==> src/design/sow_pkg.sv <==
// Constants and types for the system option and watchdog block
package sow_pkg;
  // Bus clock and low-power watchdog clock
  localparam int unsigned CLK_PERIOD_NS  = 50;
  localparam int unsigned LPO_PERIOD_NS  = 1000000;
  localparam int unsigned LPO_DIV_CYCLES = LPO_PERIOD_NS / CLK_PERIOD_NS;

  // Register byte offsets
  localparam logic [2:0] CONTROL_ONE_OFFSET = 3'h0;
  localparam logic [2:0] CONTROL_TWO_OFFSET = 3'h1;
  localparam logic [2:0] UNLOCK_OFFSET      = 3'h2;
  localparam logic [2:0] SEMA_OFFSET        = 3'h3;
  localparam logic [2:0] STATUS_OFFSET      = 3'h4;
  localparam logic [2:0] PROTECT_OFFSET     = 3'h5;

  // Two-byte key for service and unlock sequences
  localparam logic [7:0] SEQ_FIRST  = 8'h55;
  localparam logic [7:0] SEQ_SECOND = 8'haa;

  // Field positions
  localparam int WD_SEL_LSB       = 6;
  localparam int DBG_BIT          = 1;
  localparam int RESET_PIN_BIT    = 0;
  localparam int CLKSEL_BIT       = 7;
  localparam int WIN_BIT          = 6;
  localparam int SPI_FILTER_BIT   = 2;
  localparam int UNLOCK_BIT       = 0;
  localparam int PROT_DISABLE_BIT = 7;
  localparam int RS_PIN_BIT       = 6;
  localparam int RS_WD_BIT        = 5;

  // Reset values, and the watchdog-off select code
  localparam logic [1:0] WD_SEL_RESET     = 2'h3;
  localparam logic [1:0] WD_SEL_OFF       = 2'h0;
  localparam logic       DBG_RESET        = 1'h1;
  localparam logic       RESET_PIN_POR    = 1'h0;
  localparam logic       CLKSEL_RESET     = 1'h0;
  localparam logic       WIN_RESET        = 1'h0;
  localparam logic       SPI_FILTER_RESET = 1'h1;
  localparam logic [7:0] STATUS_POR       = 8'h82;
  localparam logic [7:0] SEMA_POR         = 8'h00;

  // Last count before overflow, and first count of the service window
  localparam logic [17:0] WD_LPO_LAST_1 = 18'h0001f;
  localparam logic [17:0] WD_LPO_LAST_2 = 18'h000ff;
  localparam logic [17:0] WD_LPO_LAST_3 = 18'h003ff;
  localparam logic [17:0] WD_LPO_OPEN_1 = 18'h00018;
  localparam logic [17:0] WD_LPO_OPEN_2 = 18'h000c0;
  localparam logic [17:0] WD_LPO_OPEN_3 = 18'h00300;
  localparam logic [17:0] WD_BUS_LAST_1 = 18'h01fff;
  localparam logic [17:0] WD_BUS_LAST_2 = 18'h0ffff;
  localparam logic [17:0] WD_BUS_LAST_3 = 18'h3ffff;
  localparam logic [17:0] WD_BUS_OPEN_1 = 18'h01800;
  localparam logic [17:0] WD_BUS_OPEN_2 = 18'h0c000;
  localparam logic [17:0] WD_BUS_OPEN_3 = 18'h30000;

  typedef enum logic [1:0] {
    SOW_SEQ_IDLE  = 2'b01,
    SOW_SEQ_ARMED = 2'b10
  } sow_seq_t;
endpackage

==> src/design/sow_config.sv <==
// System option registers, pin function control and watchdog
`timescale 1ns/10ps
module sow_config #(
  parameter int unsigned LPO_DIV = sow_pkg::LPO_DIV_CYCLES
) (
  input  wire logic       clk_in,
  input  wire logic       reset_n_in,
  input  wire logic       sys_reset_in,
  input  wire logic       reset_pin_n_in,
  input  wire logic [2:0] addr_in,
  input  wire logic [7:0] wr_data_in,
  input  wire logic       wr_strobe_in,
  input  wire logic       rd_strobe_in,
  output logic      [7:0] rd_data_out,
  output logic            debug_pin_enable_out,
  output logic            reset_pin_enable_out,
  output logic            reset_pullup_enable_out,
  output logic            spi_filter_enable_out,
  output logic            flash_protection_disable_out,
  output logic            system_reset_out
);
  logic [1:0]       watchdog_timeout_select;
  logic             debug_pin_enable;
  logic             reset_pin_enable;
  logic             control_one_done;
  logic             reset_pin_done;
  logic             watchdog_clock_select;
  logic             watchdog_window_mode;
  logic             control_two_done;
  logic             spi_filter_enable;
  logic             flash_unlock;
  logic             flash_protection_disable;
  logic [7:0]       boot_semaphore;
  logic [7:0]       reset_status_register;
  logic [7:0]       rd_data;
  logic [7:0]       read_value;
  logic [14:0]      lpo_count;
  logic             lpo_tick;
  logic             warm_q;
  logic             cause_wd;
  logic             cause_pin;
  logic             next_warm;
  logic             pin_reset;
  logic             wr_go;
  logic             wr_control_one;
  logic             wr_control_two;
  logic             wr_unlock;
  logic             wr_sema;
  logic             wr_status;
  logic             wr_protect;
  logic             wd_timeout;
  logic             window_open;
  logic             wd_enabled;
  logic             window_violation;
  logic             service;
  sow_pkg::sow_seq_t sv_state;
  sow_pkg::sow_seq_t ul_state;

  // Writes landing in the warm reset cycle are dropped
  assign wr_go          = wr_strobe_in && !warm_q;
  assign wr_control_one = wr_go && (addr_in == sow_pkg::CONTROL_ONE_OFFSET);
  assign wr_control_two = wr_go && (addr_in == sow_pkg::CONTROL_TWO_OFFSET);
  assign wr_unlock      = wr_go && (addr_in == sow_pkg::UNLOCK_OFFSET);
  assign wr_sema        = wr_go && (addr_in == sow_pkg::SEMA_OFFSET);
  assign wr_status      = wr_go && (addr_in == sow_pkg::STATUS_OFFSET);
  assign wr_protect     = wr_go && (addr_in == sow_pkg::PROTECT_OFFSET);

  // Slow watchdog clock as an enable pulse
  always_ff @(posedge clk_in or negedge reset_n_in) begin
    if (!reset_n_in) begin
      lpo_count <= 15'h0000;
      lpo_tick  <= 1'b0;
    end else if (lpo_count == 15'(LPO_DIV - 1)) begin
      lpo_count <= 15'h0000;
      lpo_tick  <= 1'b1;
    end else begin
      lpo_count <= lpo_count + 15'h0001;
      lpo_tick  <= 1'b0;
    end
  end

  // Warm reset: one cycle, covers every reset except power-on
  assign pin_reset = reset_pin_enable && !reset_pin_n_in;
  assign next_warm = sys_reset_in || wd_timeout || window_violation || pin_reset;

  always_ff @(posedge clk_in or negedge reset_n_in) begin
    if (!reset_n_in) begin
      warm_q    <= 1'b0;
      cause_wd  <= 1'b0;
      cause_pin <= 1'b0;
    end else begin
      warm_q    <= next_warm;
      cause_wd  <= wd_timeout || window_violation;
      cause_pin <= pin_reset;
    end
  end

  always_ff @(posedge clk_in or negedge reset_n_in) begin
    if (!reset_n_in) begin
      reset_status_register <= sow_pkg::STATUS_POR;
    end else if (warm_q) begin
      reset_status_register                      <= 8'h00;
      reset_status_register[sow_pkg::RS_PIN_BIT] <= cause_pin;
      reset_status_register[sow_pkg::RS_WD_BIT]  <= cause_wd;
    end
  end

  // First control register, write-once
  always_ff @(posedge clk_in or negedge reset_n_in) begin
    if (!reset_n_in) begin
      watchdog_timeout_select <= sow_pkg::WD_SEL_RESET;
      debug_pin_enable        <= sow_pkg::DBG_RESET;
      control_one_done        <= 1'b0;
    end else if (warm_q) begin
      watchdog_timeout_select <= sow_pkg::WD_SEL_RESET;
      debug_pin_enable        <= sow_pkg::DBG_RESET;
      control_one_done        <= 1'b0;
    end else if (wr_control_one && !control_one_done) begin
      watchdog_timeout_select <= wr_data_in[sow_pkg::WD_SEL_LSB +: 2];
      debug_pin_enable        <= wr_data_in[sow_pkg::DBG_BIT];
      control_one_done        <= 1'b1;
    end
  end

  // Only power-on reset rearms the reset pin choice
  always_ff @(posedge clk_in or negedge reset_n_in) begin
    if (!reset_n_in) begin
      reset_pin_enable <= sow_pkg::RESET_PIN_POR;
      reset_pin_done   <= 1'b0;
    end else if (wr_control_one && !reset_pin_done) begin
      reset_pin_enable <= wr_data_in[sow_pkg::RESET_PIN_BIT];
      reset_pin_done   <= 1'b1;
    end
  end

  // Second control register
  always_ff @(posedge clk_in or negedge reset_n_in) begin
    if (!reset_n_in) begin
      watchdog_clock_select <= sow_pkg::CLKSEL_RESET;
      watchdog_window_mode  <= sow_pkg::WIN_RESET;
      control_two_done      <= 1'b0;
    end else if (warm_q) begin
      watchdog_clock_select <= sow_pkg::CLKSEL_RESET;
      watchdog_window_mode  <= sow_pkg::WIN_RESET;
      control_two_done      <= 1'b0;
    end else if (wr_control_two && !control_two_done) begin
      watchdog_clock_select <= wr_data_in[sow_pkg::CLKSEL_BIT];
      watchdog_window_mode  <= wr_data_in[sow_pkg::WIN_BIT];
      control_two_done      <= 1'b1;
    end
  end

  always_ff @(posedge clk_in or negedge reset_n_in) begin
    if (!reset_n_in) begin
      spi_filter_enable <= sow_pkg::SPI_FILTER_RESET;
    end else if (warm_q) begin
      spi_filter_enable <= sow_pkg::SPI_FILTER_RESET;
    end else if (wr_control_two) begin
      spi_filter_enable <= wr_data_in[sow_pkg::SPI_FILTER_BIT];
    end
  end

  // Unlock key: any bus write other than another 0x55 to the unlock offset breaks a pending 0x55
  always_ff @(posedge clk_in or negedge reset_n_in) begin
    if (!reset_n_in) begin
      ul_state <= sow_pkg::SOW_SEQ_IDLE;
    end else if (warm_q) begin
      ul_state <= sow_pkg::SOW_SEQ_IDLE;
    end else if (wr_go) begin
      if (wr_unlock && (wr_data_in == sow_pkg::SEQ_FIRST)) begin
        ul_state <= sow_pkg::SOW_SEQ_ARMED;
      end else begin
        ul_state <= sow_pkg::SOW_SEQ_IDLE;
      end
    end
  end

  always_ff @(posedge clk_in or negedge reset_n_in) begin
    if (!reset_n_in) begin
      flash_unlock <= 1'b0;
    end else if (warm_q) begin
      flash_unlock <= 1'b0;
    end else if (wr_unlock) begin
      flash_unlock <= (ul_state == sow_pkg::SOW_SEQ_ARMED) &&
                      (wr_data_in == sow_pkg::SEQ_SECOND);
    end
  end

  always_ff @(posedge clk_in or negedge reset_n_in) begin
    if (!reset_n_in) begin
      flash_protection_disable <= 1'b0;
    end else if (warm_q) begin
      flash_protection_disable <= 1'b0;
    end else if (wr_protect) begin
      // Clearing is always allowed, setting needs the key
      flash_protection_disable <= wr_data_in[sow_pkg::PROT_DISABLE_BIT] &&
                                  (flash_unlock || flash_protection_disable);
    end
  end

  always_ff @(posedge clk_in or negedge reset_n_in) begin
    if (!reset_n_in) begin
      boot_semaphore <= sow_pkg::SEMA_POR;
    end else if (wr_sema) begin
      boot_semaphore <= wr_data_in;
    end
  end

  // Watchdog service through the status register
  assign wd_enabled       = (watchdog_timeout_select != sow_pkg::WD_SEL_OFF);
  assign window_violation = wr_status && watchdog_window_mode && wd_enabled &&
                            !window_open;
  assign service          = wr_status && !window_violation &&
                            (sv_state == sow_pkg::SOW_SEQ_ARMED) &&
                            (wr_data_in == sow_pkg::SEQ_SECOND);

  always_ff @(posedge clk_in or negedge reset_n_in) begin
    if (!reset_n_in) begin
      sv_state <= sow_pkg::SOW_SEQ_IDLE;
    end else if (warm_q) begin
      sv_state <= sow_pkg::SOW_SEQ_IDLE;
    end else if (wr_status) begin
      unique case (sv_state)
        sow_pkg::SOW_SEQ_IDLE: begin
          if (wr_data_in == sow_pkg::SEQ_FIRST) begin
            sv_state <= sow_pkg::SOW_SEQ_ARMED;
          end
        end
        sow_pkg::SOW_SEQ_ARMED: begin
          if (wr_data_in != sow_pkg::SEQ_FIRST) begin
            sv_state <= sow_pkg::SOW_SEQ_IDLE;
          end
        end
        default: begin
          sv_state <= sow_pkg::SOW_SEQ_IDLE;
        end
      endcase
    end
  end

  sow_wd_counter u_counter (
    .clk_in            (clk_in),
    .reset_n_in        (reset_n_in),
    .restart_in        (warm_q || service),
    .tick_in           (watchdog_clock_select || lpo_tick),
    .timeout_select_in (watchdog_timeout_select),
    .clock_select_in   (watchdog_clock_select),
    .timeout_out       (wd_timeout),
    .window_open_out   (window_open)
  );

  // Register read, data in the following cycle only
  always_comb begin
    read_value = 8'h00;
    case (addr_in)
      sow_pkg::CONTROL_ONE_OFFSET: begin
        read_value[sow_pkg::WD_SEL_LSB +: 2] = watchdog_timeout_select;
        read_value[sow_pkg::DBG_BIT]         = debug_pin_enable;
        read_value[sow_pkg::RESET_PIN_BIT]   = reset_pin_enable;
      end
      sow_pkg::CONTROL_TWO_OFFSET: begin
        read_value[sow_pkg::CLKSEL_BIT]     = watchdog_clock_select;
        read_value[sow_pkg::WIN_BIT]        = watchdog_window_mode;
        read_value[sow_pkg::SPI_FILTER_BIT] = spi_filter_enable;
      end
      sow_pkg::UNLOCK_OFFSET: read_value[sow_pkg::UNLOCK_BIT] = flash_unlock;
      sow_pkg::SEMA_OFFSET:   read_value = boot_semaphore;
      sow_pkg::STATUS_OFFSET: read_value = reset_status_register;
      sow_pkg::PROTECT_OFFSET: read_value[sow_pkg::PROT_DISABLE_BIT] = flash_protection_disable;
      default: begin
      end
    endcase
  end

  always_ff @(posedge clk_in or negedge reset_n_in) begin
    if (!reset_n_in) begin
      rd_data <= 8'h00;
    end else begin
      rd_data <= rd_strobe_in ? read_value : 8'h00;
    end
  end

  assign rd_data_out                  = rd_data;
  assign debug_pin_enable_out         = debug_pin_enable;
  assign reset_pin_enable_out         = reset_pin_enable;
  assign reset_pullup_enable_out      = reset_pin_enable;
  assign spi_filter_enable_out        = spi_filter_enable;
  assign flash_protection_disable_out = flash_protection_disable;
  assign system_reset_out             = warm_q;
endmodule

==> src/design/sow_wd_counter.sv <==
// Watchdog counter with overflow pulse and service window flag
`timescale 1ns/10ps
module sow_wd_counter (
  input  wire logic       clk_in,
  input  wire logic       reset_n_in,
  input  wire logic       restart_in,
  input  wire logic       tick_in,
  input  wire logic [1:0] timeout_select_in,
  input  wire logic       clock_select_in,
  output logic            timeout_out,
  output logic            window_open_out
);
  logic [17:0] count;
  logic [17:0] last_count;
  logic [17:0] open_count;
  logic        enabled;
  logic        at_last;

  assign enabled = (timeout_select_in != sow_pkg::WD_SEL_OFF);
  assign at_last = enabled && tick_in && (count == last_count);

  always_comb begin
    last_count = sow_pkg::WD_BUS_LAST_3;
    open_count = 18'h00000;
    case ({clock_select_in, timeout_select_in})
      3'h1: begin
        last_count = sow_pkg::WD_LPO_LAST_1;
        open_count = sow_pkg::WD_LPO_OPEN_1;
      end
      3'h2: begin
        last_count = sow_pkg::WD_LPO_LAST_2;
        open_count = sow_pkg::WD_LPO_OPEN_2;
      end
      3'h3: begin
        last_count = sow_pkg::WD_LPO_LAST_3;
        open_count = sow_pkg::WD_LPO_OPEN_3;
      end
      3'h5: begin
        last_count = sow_pkg::WD_BUS_LAST_1;
        open_count = sow_pkg::WD_BUS_OPEN_1;
      end
      3'h6: begin
        last_count = sow_pkg::WD_BUS_LAST_2;
        open_count = sow_pkg::WD_BUS_OPEN_2;
      end
      3'h7: begin
        last_count = sow_pkg::WD_BUS_LAST_3;
        open_count = sow_pkg::WD_BUS_OPEN_3;
      end
      default: begin
      end
    endcase
  end

  always_ff @(posedge clk_in or negedge reset_n_in) begin
    if (!reset_n_in) begin
      count <= 18'h00000;
    end else if (restart_in || !enabled || at_last) begin
      count <= 18'h00000;
    end else if (tick_in) begin
      count <= count + 18'h00001;
    end
  end

  always_ff @(posedge clk_in or negedge reset_n_in) begin
    if (!reset_n_in) begin
      timeout_out <= 1'b0;
    end else begin
      timeout_out <= at_last && !restart_in;
    end
  end

  assign window_open_out = enabled && (count >= open_count);
endmodule

==> config.mk <==
export PLATFORM = sky130hd
export DESIGN_NAME = sow_config
export DESIGN_NICKNAME = d
export VERILOG_FILES = /design/src/design/sow_pkg.sv /design/src/design/sow_config.sv /design/src/design/sow_wd_counter.sv
export SDC_FILE = /design/constraint.sdc
export NUM_CORES = 1
export LEC_CHECK = 0
export BUFFER_PORTS_ARGS = -buffer_cell sky130_fd_sc_hd__buf_2
export CAP_MARGIN = 40
export CORE_MARGIN = 2
export CORE_UTILIZATION = 55
export CTS_BUF_LIST = sky130_fd_sc_hd__clkbuf_4
export CTS_CLUSTER_DIAMETER = 100
export DETAILED_ROUTE_END_ITERATION = 8
export PLACE_DENSITY = 0.73
export SLEW_MARGIN = 25
export SYNTH_ARGS = -nofsm -noshare
export SYNTH_HDL_FRONTEND = slang
export SYNTH_SLANG_ARGS = --single-unit
==> constraint.sdc <==
create_clock -name clk_in -period 4.46 [get_ports clk_in]
set_clock_uncertainty 0.15 [all_clocks]
set_input_delay 0.446 -clock clk_in [delete_from_list [all_inputs] [get_ports clk_in]]
set_output_delay 0.446 -clock clk_in [all_outputs]
set_load 0.01 [all_outputs]
### Word-level counts from Yosys, hierarchy flattened

Cells that the tools add are included.

| word-level totals | value |
|---|---|
| memories | 0 |
| latch bits | 0 |
| output and inout port bits | 14 |
| input bits | 17 |
| word-level logic and storage cells | 139 |
| register bits after elaboration | 74 |
| bits in read-only memories | 0 |
| bits in writable memories | 0 |

| operators by class | value |
|---|---|
| shift-type cells | 0 |
| eq/ne operators | 21 |
| bitwise logic cells | 0 |
| reduce and logical (&&, ||, !) cells | 53 |
| multiplexer cells | 39 |
| $add $sub $neg | 2 |
| order comparisons | 1 |
| divide/modulo/power cells | 0 |
| $mul | 0 |

Operators by type and width:

| cell | count |
|---|---|
| 18-bit case mux with 6 select lines | 1 |
| 18-bit case mux with 5 select lines | 1 |
| 18-bit 2-to-1 mux | 2 |
| 1-bit logical AND | 24 |
| 18-bit by 1-bit adder with 18-bit output, second input constant | 1 |
| 18-bit == test | 1 |
| 18-bit >= comparator | 1 |
| 2-bit 2-to-1 mux | 9 |
| 2-bit nonzero test | 9 |
| 1-bit 2-to-1 mux | 17 |
| 15-bit by 1-bit adder with 15-bit output, second input constant | 1 |
| 15-bit == test, second input constant | 1 |
| 3-bit == test, second input constant | 5 |
| 15-bit 2-to-1 mux | 1 |
| 3-bit by 2-bit == test with 1-bit output, second input constant | 4 |
| 1-bit zero test | 9 |
| 1-bit logical OR | 9 |
| 8-bit by 7-bit == test with 1-bit output, second input constant | 1 |
| 8-bit == test, second input constant | 1 |
| 8-bit 2-to-1 mux | 1 |
| 8-bit by 7-bit != test with 1-bit output, second input constant | 1 |
| 3-bit by 1-bit == test with 1-bit output, second input constant | 2 |
| 1-bit case mux with 3 select lines | 2 |
| 3-bit case mux with 2 select lines | 1 |
| 10 further kinds | 11 |

### Longest topological paths before layout

Gate-level depths: netlist of run 1.

| depth | value |
|---|---|
| depth in word-level cells | 14 |
| depth in mapped cells | 10 |
| gate-level depth less buffers | 8 |

### Hierarchy

From an unflattened synthesis of run 1, not the netlist that was laid out.

| second synthesis, totals | value |
|---|---|
| cell total of the unflattened synthesis | 368 |
| area total of the unflattened synthesis | 3861.2 um^2 |

Modules (own cells, without submodules):

| module | seq. area each (um^2) | area each (um^2) | cells an instance | instances |
|---|---|---|---|---|
| sow_config | 1360.1 | 2473.6 | 215 | 1 |
| sow_wd_counter | 475.5 | 1387.6 | 153 | 1 |

### Worst setup path after synthesis of run 1

Ideal clock, no wire load.

| timing | value |
|---|---|
| path kind | flip-flop to flip-flop |
| start point | register watchdog_timeout_select[1] |
| end point | register u_counter.count[10] |
| setup time | 138 ps |
| path buffers | 2 |
| stages on the path, launching flop included | 11 |
| arrival time | 2511 ps |
| period minus slack after synthesis | 2799 ps |
| slack | 1661 ps |
| required time | 4172 ps |
| path through | dfstp_2 -> buf_2 -> nand2_1 -> or2_2 -> ha_1 -> a21oi_1 -> or4_1 -> a31o_2 -> a31oi_4 -> buf_6 -> nor4_1 |

| on the way | value |
|---|---|
| longest elaborated chain between the ends | 14 |
| elaborated cells on any way between the ends | 27 |

Ends and longest elaborated chain:

| what | RTL line | text |
|---|---|---|
| start, declared | sow_config.sv:22 | `logic [1:0] watchdog_timeout_select;` |
| start signal, assigned | sow_config.sv:111 | `watchdog_timeout_select <= sow_pkg::WD_SEL_RESET;` |
| start signal, assigned | sow_config.sv:115 | `watchdog_timeout_select <= sow_pkg::WD_SEL_RESET;` |
| start signal, assigned | sow_config.sv:119 | `watchdog_timeout_select <= wr_data_in[sow_pkg::WD_SEL_LSB +: 2];` |
| 3-bit == test (tied with other cells) | sow_wd_counter.sv:25 | `case ({clock_select_in, timeout_select_in})` |
| 18-bit case mux with 6 select lines | sow_wd_counter.sv:25 |  |
| 18-bit >= comparator | sow_wd_counter.sv:73 | `assign window_open_out = enabled && (count >= open_count);` |
| 1-bit logical AND | sow_wd_counter.sv:73 |  |
| 1-bit zero test | sow_config.sv:212 | `!window_open;` |
| 1-bit logical AND | sow_config.sv:211 | `assign window_violation = wr_status && watchdog_window_mode && wd_enabled &&` |
| 1-bit zero test | sow_config.sv:213 | `assign service = wr_status && !window_violation &&` |
| 1-bit logical AND (2 in a row) | sow_config.sv:213 |  |
| 1-bit logical AND | sow_config.sv:214 | `(sv_state == sow_pkg::SOW_SEQ_ARMED) &&` |
| 1-bit logical OR | sow_config.sv:244 | `.restart_in (warm_q \|\| service),` |
| 1-bit logical OR | sow_wd_counter.sv:58 | `end else if (restart_in \|\| !enabled \|\| at_last) begin` |
| 1-bit logical OR * | sow_wd_counter.sv:58 |  |
| 18-bit 2-to-1 mux or 2-bit nonzero test (tied branches) | - |  |
| end signal, assigned | sow_wd_counter.sv:61 | `count <= count + 18'h00001;` |
| end, declared | sow_wd_counter.sv:13 | `logic [17:0] count;` |

Mark *: on every way between the ends. The rest lies on a longest branch, timed or not.
A chain may end at the register's enable or synchronous reset.

### Final worst setup path of run 1

| timing | value |
|---|---|
| start point | register watchdog_timeout_select[1] |
| end point | register u_counter.count[17] |

The elaborated chain is that of the path after synthesis.

==> results of run 1 <==
layout by cell type (no fill, tap or decap), types with 5 or more instances in the layout:
| cell type | count |
|---|---|
| sky130_fd_sc_hd__nand2_1 | 19 |
| sky130_fd_sc_hd__a21oi_1 | 6 |
| sky130_fd_sc_hd__xnor2_1 | 18 |
| sky130_fd_sc_hd__inv_1 | 13 |
| sky130_fd_sc_hd__mux2i_1 | 7 |
| sky130_fd_sc_hd__nand3_1 | 16 |
| sky130_fd_sc_hd__buf_2 | 30 |
| sky130_fd_sc_hd__nor2_1 | 28 |
| sky130_fd_sc_hd__nor2b_1 | 9 |
| sky130_fd_sc_hd__ha_1 | 15 |
| sky130_fd_sc_hd__clkbuf_4 | 9 |
| sky130_fd_sc_hd__nand2b_1 | 5 |
| sky130_fd_sc_hd__mux2_2 | 15 |
| sky130_fd_sc_hd__nor4_1 | 18 |
| sky130_fd_sc_hd__o21ai_0 | 11 |
| sky130_fd_sc_hd__nand4_1 | 10 |
| sky130_fd_sc_hd__dfstp_2 | 7 |
| sky130_fd_sc_hd__xor2_1 | 12 |
| sky130_fd_sc_hd__and3_1 | 9 |
| sky130_fd_sc_hd__dfrtp_1 | 66 |
| sky130_fd_sc_hd__nor3_1 | 12 |
cell usage after synthesis, drive strengths merged (3+ instances only):
library cell  number
a31oi              4
nor4bb             4
nor2              28
mux2              15
dfstp              7
nor3              13
o21ai             13
inv               13
nand3             16
nand2             20
and3               9
ha                15
nand4             10
or3b               3
mux2i              7
a21oi              6
or4                3
nor2b              9
clkbuf             7
nor4              20
buf               10
xor2              12
xnor2             18
nor3b              3
nand3b             4
a22oi              3
nand2b             5
dfrtp             66
routing by layer:
| metal | GRT usage | vias up | routed length, um |
|---|---|---|---|
| li1 | - | 1427 | - |
| met1 | 0.323 | 1416 | 3880 |
| met2 | 0.336 | 54 | 3630 |
| met3 | 0.0541 | 11 | 342 |
| met4 | 0.0592 | 0 | 99 |
| met5 | 0 | - | 0 |
layout make-up:
cell class                 instances  area, sq um
fill                             569         2530
inverter                          13         48.8
timing repair buffer              36          213
clock buffer                       9         67.6
multi-input combinational        271         1970
sequential                        73         1840
tap                               96          120
clock inverter                     7         77.6
cells by family (layout without fill, tap and decap cells):
| logic type | count (synthesis) | after routing | share of synthesized area |
|---|---|---|---|
| adders and majority gates | 16 | 16 | 0.0499 |
| and+or+nand+nor | 161 | 161 | 0.241 |
| xor gates and xnor gates | 30 | 30 | 0.0664 |
| muxes | 22 | 22 | 0.0603 |
| DFF | 73 | 73 | 0.464 |
| AOI/OAI and AO/OA | 42 | 42 | 0.0803 |
| buffers and inverters | 30 | 65 | 0.0382 |
state kept, by name, summed over array words and instances (netlist names), 2 cells and up:
name,flops
boot_semaphore,8
lpo_count,15
rd_data_out,8
reset_status_register,3
sv_state,2
u_counter.count,18
ul_state,2
watchdog_timeout_select,2
metrics by stage:
step	utilization	area, sq um	std cells	hold slack (ps)
final	0.631	4340	505	75.9
after global routing	0.631	4340	505	55.2
after CTS	0.631	4340	505	53.1
after detailed placement	0.607	4170	487	257
after global placement	0.604	4150	486	295
after floorplan	-	3960	374	0.409
power breakdown:
part | leakage [nW] | switching [mW] | internal, mW
logic | 0.873 | 0.0674 | 0.0533
registers | 0.957 | 0.0210 | 0.692
clock network | 0.0769 | 0.250 | 0.175
worst paths after layout:
kind | startpoint | to | depth (start not counted)
setup / recovery | watchdog_timeout_select[1] | u_counter.count[17] | 8
hold / removal | wr_strobe_in | ul_state[1] | 2
setup reg to reg | watchdog_timeout_select[1] | u_counter.count[17] | 8
hold reg to reg | reset_pin_done | reset_pin_done | 1
max in group asynchronous | reset_n_in | debug_pin_enable_out | 3
min in group asynchronous | reset_n_in | watchdog_clock_select | 2
repair_timing:
item	4_1_cts	5_1_grt
hold buffers	2	0
setup buffers	0	0
hold endpoints to repair	17	0
==> impl_metrics.tcl, run 1 <==
set metrics [dict create \
    status "complete, no violations" \
    setup_total_negative_slack_ps 0 \
    synthTopCellsByArea "sky130_fd_sc_hd__dfrtp_1 42%, sky130_fd_sc_hd__ha_1 4.7%, sky130_fd_sc_hd__dfstp_2 4.6%" \
    flow.area_growth_from_synthesis_pct 9.48 \
    drt.antenna.violating_nets 0 \
    max_slew_margin 0.432 \
    gp_congestion 0.825 \
    worstPathRequired_ps 4590 \
    maxClockFrequency_mhz 331 \
    dieHeight_um 88.9 \
    synth.yosys.seq_area_share 0.464 \
    cts_root_buffer "sky130_fd_sc_hd__clkbuf_4" \
    crit_path_max_incr_delay_ps 680 \
    grt_setup_unrepaired "no" \
    cts_made_buffers 9 \
    cts_tree "yes" \
    timing.critical_path.slowest_stage_cell "sky130_fd_sc_hd__dfstp_2" \
    dr_total_vias 2908 \
    max_slew.worst_pin.slew_ps 853 \
    cts-root-to-sink-buffers 2 \
    detail_route.wirelength_um 7950 \
    io_buffer_count 30 \
    power_density_mw_per_mm2 290 \
    pin_count 31 \
    p_total_mw 1.26 \
    power_leakage_nw 1.91 \
    pin_count_of_the_biggest_net_entering_global_routing 32 \
    initial_utilization 0.577 \
    critical_path.cell_chain "nand2_1 -> or2_2 -> ha_1 -> a21oi_1 -> or4_1 -> a31o_2 -> a31oi_4 -> nor4_1" \
    critical_path_arrival_ps 3150 \
    synth.ff_latch_count 73 \
    drt-wirelength-per-cell_um 15.7 \
    tritoncts_num_sinks 73 \
    synth_top_area_share 0.417 \
    setup.worst_path.start_class "register" \
    timing.critical_path.to_type "register" \
    die_x_um 88.9 \
    synth_flop_cell "sky130_fd_sc_hd__dfrtp_1" \
    ys_types 65 \
    syn-cell-area_sq_mm 0.00396 \
    finalHoldViolCount 0 \
    timing_worst_setup_path_type "reg2reg" \
    max_capacitance_violation_count 0 \
    synth_fp_nets 406 \
    core_sq_mm 0.00687 \
    vias_per_cell 5.76 \
    final_hpwl_dp_um 5740 \
    async_flop_share 1.00 \
    timing.critical_path.max_delay_family "simple AND/OR/NAND/NOR gates" \
    period_share 0.677 \
    grt_overflow 0 \
    drc 0 \
    synth_area_per_cell_sq_um 10.6 \
    post-synth-top-area-cell "sky130_fd_sc_hd__dfrtp_1" \
    maxSlewViolCount 0 \
    rrSetupSlack_ps 1440 \
    vias_in_the_first_global_route 2847 \
    holdCritPathClass "in2reg" \
    placementRows 30 \
    antenna-diode-count 0 \
    yosysWarnings 0 \
    clock_latency_reported_for_the_late_side_of_the_worst_skew_pair_ps 430 \
    synth_edf_count 0 \
    cp_num_buf_inv 0 \
    die_area_sq_mm 0.00790 \
    grt_antenna_before_repair 0 \
    setup-violations-final 0 \
    clock_pin_slew_on_the_worst_setup_and_hold_paths_ps 130 \
    layout.nets 436 \
    detailedRoute.firstIterationViolations 195 \
    post-route-min-period_ps 3020 \
    grt_use_total 0.223 \
    synthCells 374 \
    postCtsResizedCells 0 \
    grt_first_pass_wirelength_um 13600 \
    ir_drop_uv 276 \
    dpl_worst_slack_ps 1450 \
    1st_pass_router_iterations 4 \
    htree_levels 3 \
    post_route_cells_drive_above_1_share 0.215 \
    crit_fanout 19 \
    final_critical_path_setup_slack_ps 1440 \
]
Power figures use the tool's default switching activity.
==> run 2: changes to the inputs <==
PLACE_DENSITY = 0.76   (was 0.73)
clock period = 2.6 ns   (was 4.46 ns; I/O delays follow)
==> run 2 against run 1 <==
The flow now finishes with violations (negative setup slack). Flip-flop and latch count did not move. Worst setup slack got worse by 1600 ps. Final area up 14%. Sequential power up 73%. Count of clock-buffer cells in the layout did not move. Non-clock buffer count up 37. Cell count increased by 7.3%. Highest routed layer unchanged.
==> impl_metrics.tcl, run 2 (synthesized netlist as in run 1, its figures left out) <==
set metrics [dict create \
    final_critical_path_setup_slack_ps -130 \
    placementRows 30 \
    antenna-diode-count 0 \
    vias_in_the_first_global_route 3234 \
    largest_register_ffs 18 \
    gp_congestion 0.871 \
    timing_worst_setup_path_type "reg2reg" \
    period_share 1.05 \
    switching_share 0.276 \
    pin_count 31 \
    grt_use_total 0.260 \
    clock_power_share 0.333 \
    dr_total_vias 3184 \
    layout.nets 473 \
    p_total_mw 2.22 \
    worstHoldPathCells 2 \
    power_frac_comb 0.114 \
    ir_drop_uv 275 \
    most-common-layout-cells "65 x sky130_fd_sc_hd__dfrtp_1, 29 x sky130_fd_sc_hd__buf_2, 28 x sky130_fd_sc_hd__nor2_1, 25 x sky130_fd_sc_hd__buf_4, 18 x sky130_fd_sc_hd__xnor2_1" \
    detail_route.wirelength_um 9430 \
    grt_antenna_before_repair 0 \
    detailedRoute.firstIterationViolations 285 \
    drc 0 \
    rrSetupSlack_ps -130 \
    cts_root_buffer "sky130_fd_sc_hd__clkbuf_4" \
    filler_cell_count 488 \
    grt_overflow 0 \
    post_route_cells_drive_above_1_share 0.321 \
    layout_top_registers "u_counter.count x18, lpo_count x15" \
    initial_utilization 0.577 \
    power_leakage_nw 2.13 \
    timing.critical_path.to_type "register" \
    hold_path_startpoint "addr_in[0]" \
    grt_first_pass_wirelength_um 15500 \
    flow.area_growth_from_synthesis_pct 24.6 \
    tritoncts_num_sinks 73 \
    maxClockFrequency_mhz 366 \
    violations "negative setup slack" \
    whs_endpoint "rd_data_out[2]" \
    grt_setup_unrepaired "yes" \
    setup-violations-final 20 \
    post-route-min-period_ps 2730 \
    vias_per_cell 5.87 \
    pin_count_of_the_biggest_net_entering_global_routing 47 \
    io_buffer_count 30 \
    biggest_register "u_counter.count" \
    maxSlewViolCount 0 \
    fin_worst_hold_slack_ps 45.3 \
    clock_latency_reported_for_the_late_side_of_the_worst_skew_pair_ps 450 \
    reg2regPathDepth 9 \
    die_x_um 88.9 \
    critical_path_arrival_ps 2910 \
    max_slew_margin 0.494 \
    crit_fanout 8 \
    cts_tree "yes" \
    setup.worst_path.start_class "register" \
    max_capacitance_violation_count 0 \
    switching_power_uw 612 \
    cts_made_buffers 9 \
    status "finished with violations" \
    holdCritPathClass "in2reg" \
    cts-root-to-sink-buffers 2 \
    clock_pin_slew_on_the_worst_setup_and_hold_paths_ps 130 \
    max_slew.worst_pin.slew_ps 751 \
    drt-wirelength-per-cell_um 17.4 \
    finalHoldViolCount 0 \
    1st_pass_router_iterations 4 \
    power_density_mw_per_mm2 449 \
    setup.worst_path.start "watchdog_timeout_select[0]" \
    htree_levels 3 \
    area.sequential_sq_mm 0.00184 \
    reg2reg_from "watchdog_timeout_select[0]" \
    die_area_sq_mm 0.00790 \
    drt.antenna.violating_nets 0 \
    dieHeight_um 88.9 \
    multiInputGateArea_sq_mm 0.00223 \
    final_core_utilization 0.719 \
    p_int_mw 1.61 \
    worstPathRequired_ps 2780 \
    power.share.sequential 0.552 \
    endpoint_of_the_worst_register_to_register_path "u_counter.count[17]" \
    core_sq_mm 0.00687 \
    leading_cell_type_in_the_layout_fill_and_taps_excluded "sky130_fd_sc_hd__dfrtp_1" \
    final_hpwl_dp_um 6180 \
]
## run 2: cell count changes in the layout (fill, tap and decap cells not counted), moves of 3 or more
cell | before | now
sky130_fd_sc_hd__nor4_1 | 18 | 9
sky130_fd_sc_hd__nor3_2 | 1 | 6
sky130_fd_sc_hd__nor4_4 | 1 | 4
sky130_fd_sc_hd__nor4_2 | 1 | 7
sky130_fd_sc_hd__ha_1 | 15 | 9
sky130_fd_sc_hd__nor3_1 | 12 | 7
sky130_fd_sc_hd__dlygate4sd3_1 | 2 | 15
sky130_fd_sc_hd__buf_4 | 3 | 25
sky130_fd_sc_hd__ha_4 | 0 | 6
## run 2: critical path, stage by stage, from the launching register on
cell                      delay (ps)
sky130_fd_sc_hd__dfstp_2         590
sky130_fd_sc_hd__nor2b_4         190
sky130_fd_sc_hd__nand2_4          80
sky130_fd_sc_hd__ha_4            290
sky130_fd_sc_hd__nand2_4          50
sky130_fd_sc_hd__or4_4           470
sky130_fd_sc_hd__a31o_4          250
sky130_fd_sc_hd__a31oi_4         270
sky130_fd_sc_hd__buf_8           200
sky130_fd_sc_hd__nor4_2           60
## run 2: through the flow
| step | std cells | setup WS, ps | setup TNS (ps) | area, sq um |
|---|---|---|---|---|
| after global routing | 542 | -200 | -3540 | 4940 |
| after CTS | 541 | -87.5 | -1210 | 4880 |
| final | 542 | -130 | -2260 | 4940 |
| after global placement | 505 | -73.6 | -368 | 4390 |
| after floorplan | 374 | -123 | -1230 | 4070 |
| after detailed placement | 506 | -141 | -1300 | 4420 |
## run 2: per-layer routing
metal  routed length, um  vias up  GRT usage  share of wire
met5                   0        -          0              0
met2                4760       68      0.425           0.50
met4                 221        0      0.109          0.023
met1                4070     1602      0.325           0.43
met3                 383       24     0.0746          0.041
li1                    -     1490          -              -
## run 2: worst max path at each step
stage,slack (ps),to,cells past startpoint
floorplan,-120,u_counter.count[10],10
global placement,-70,system_reset_out,8
detailed placement,-140,system_reset_out,8
CTS,-90,system_reset_out,8
global route,-200,u_counter.count[13],9
finish,-130,u_counter.count[17],9
## run 2: timing repair
action | in CTS | in global routing
hold endpoints to repair | 97 | 0
buffers inserted | 4 | 1
hold buffers | 15 | 0
pin swaps | 12 | 8
gates resized for setup | 21 | 10
setup endpoints to repair | 20 | 20
## run 2: layout make-up
type,instances,share of cell area
inverters,13,0.0104
repair buffers,73,0.112
flip-flops and latches,73,0.372
multi-input cells,271,0.452
well taps,96,0.0243
clock inverters,7,0.0152
clock buffers,9,0.0137
## run 2: power groups by stage
stage                     Sequential (mW)  Combinational, mW  Clock (mW)
after global placement               1.24              0.211           0
after detailed placement             1.24              0.224           0
final                                1.23              0.254       0.739
after CTS                            1.22              0.251       0.750
after global routing                 1.23              0.277       0.802
after floorplan                      1.24              0.130           0
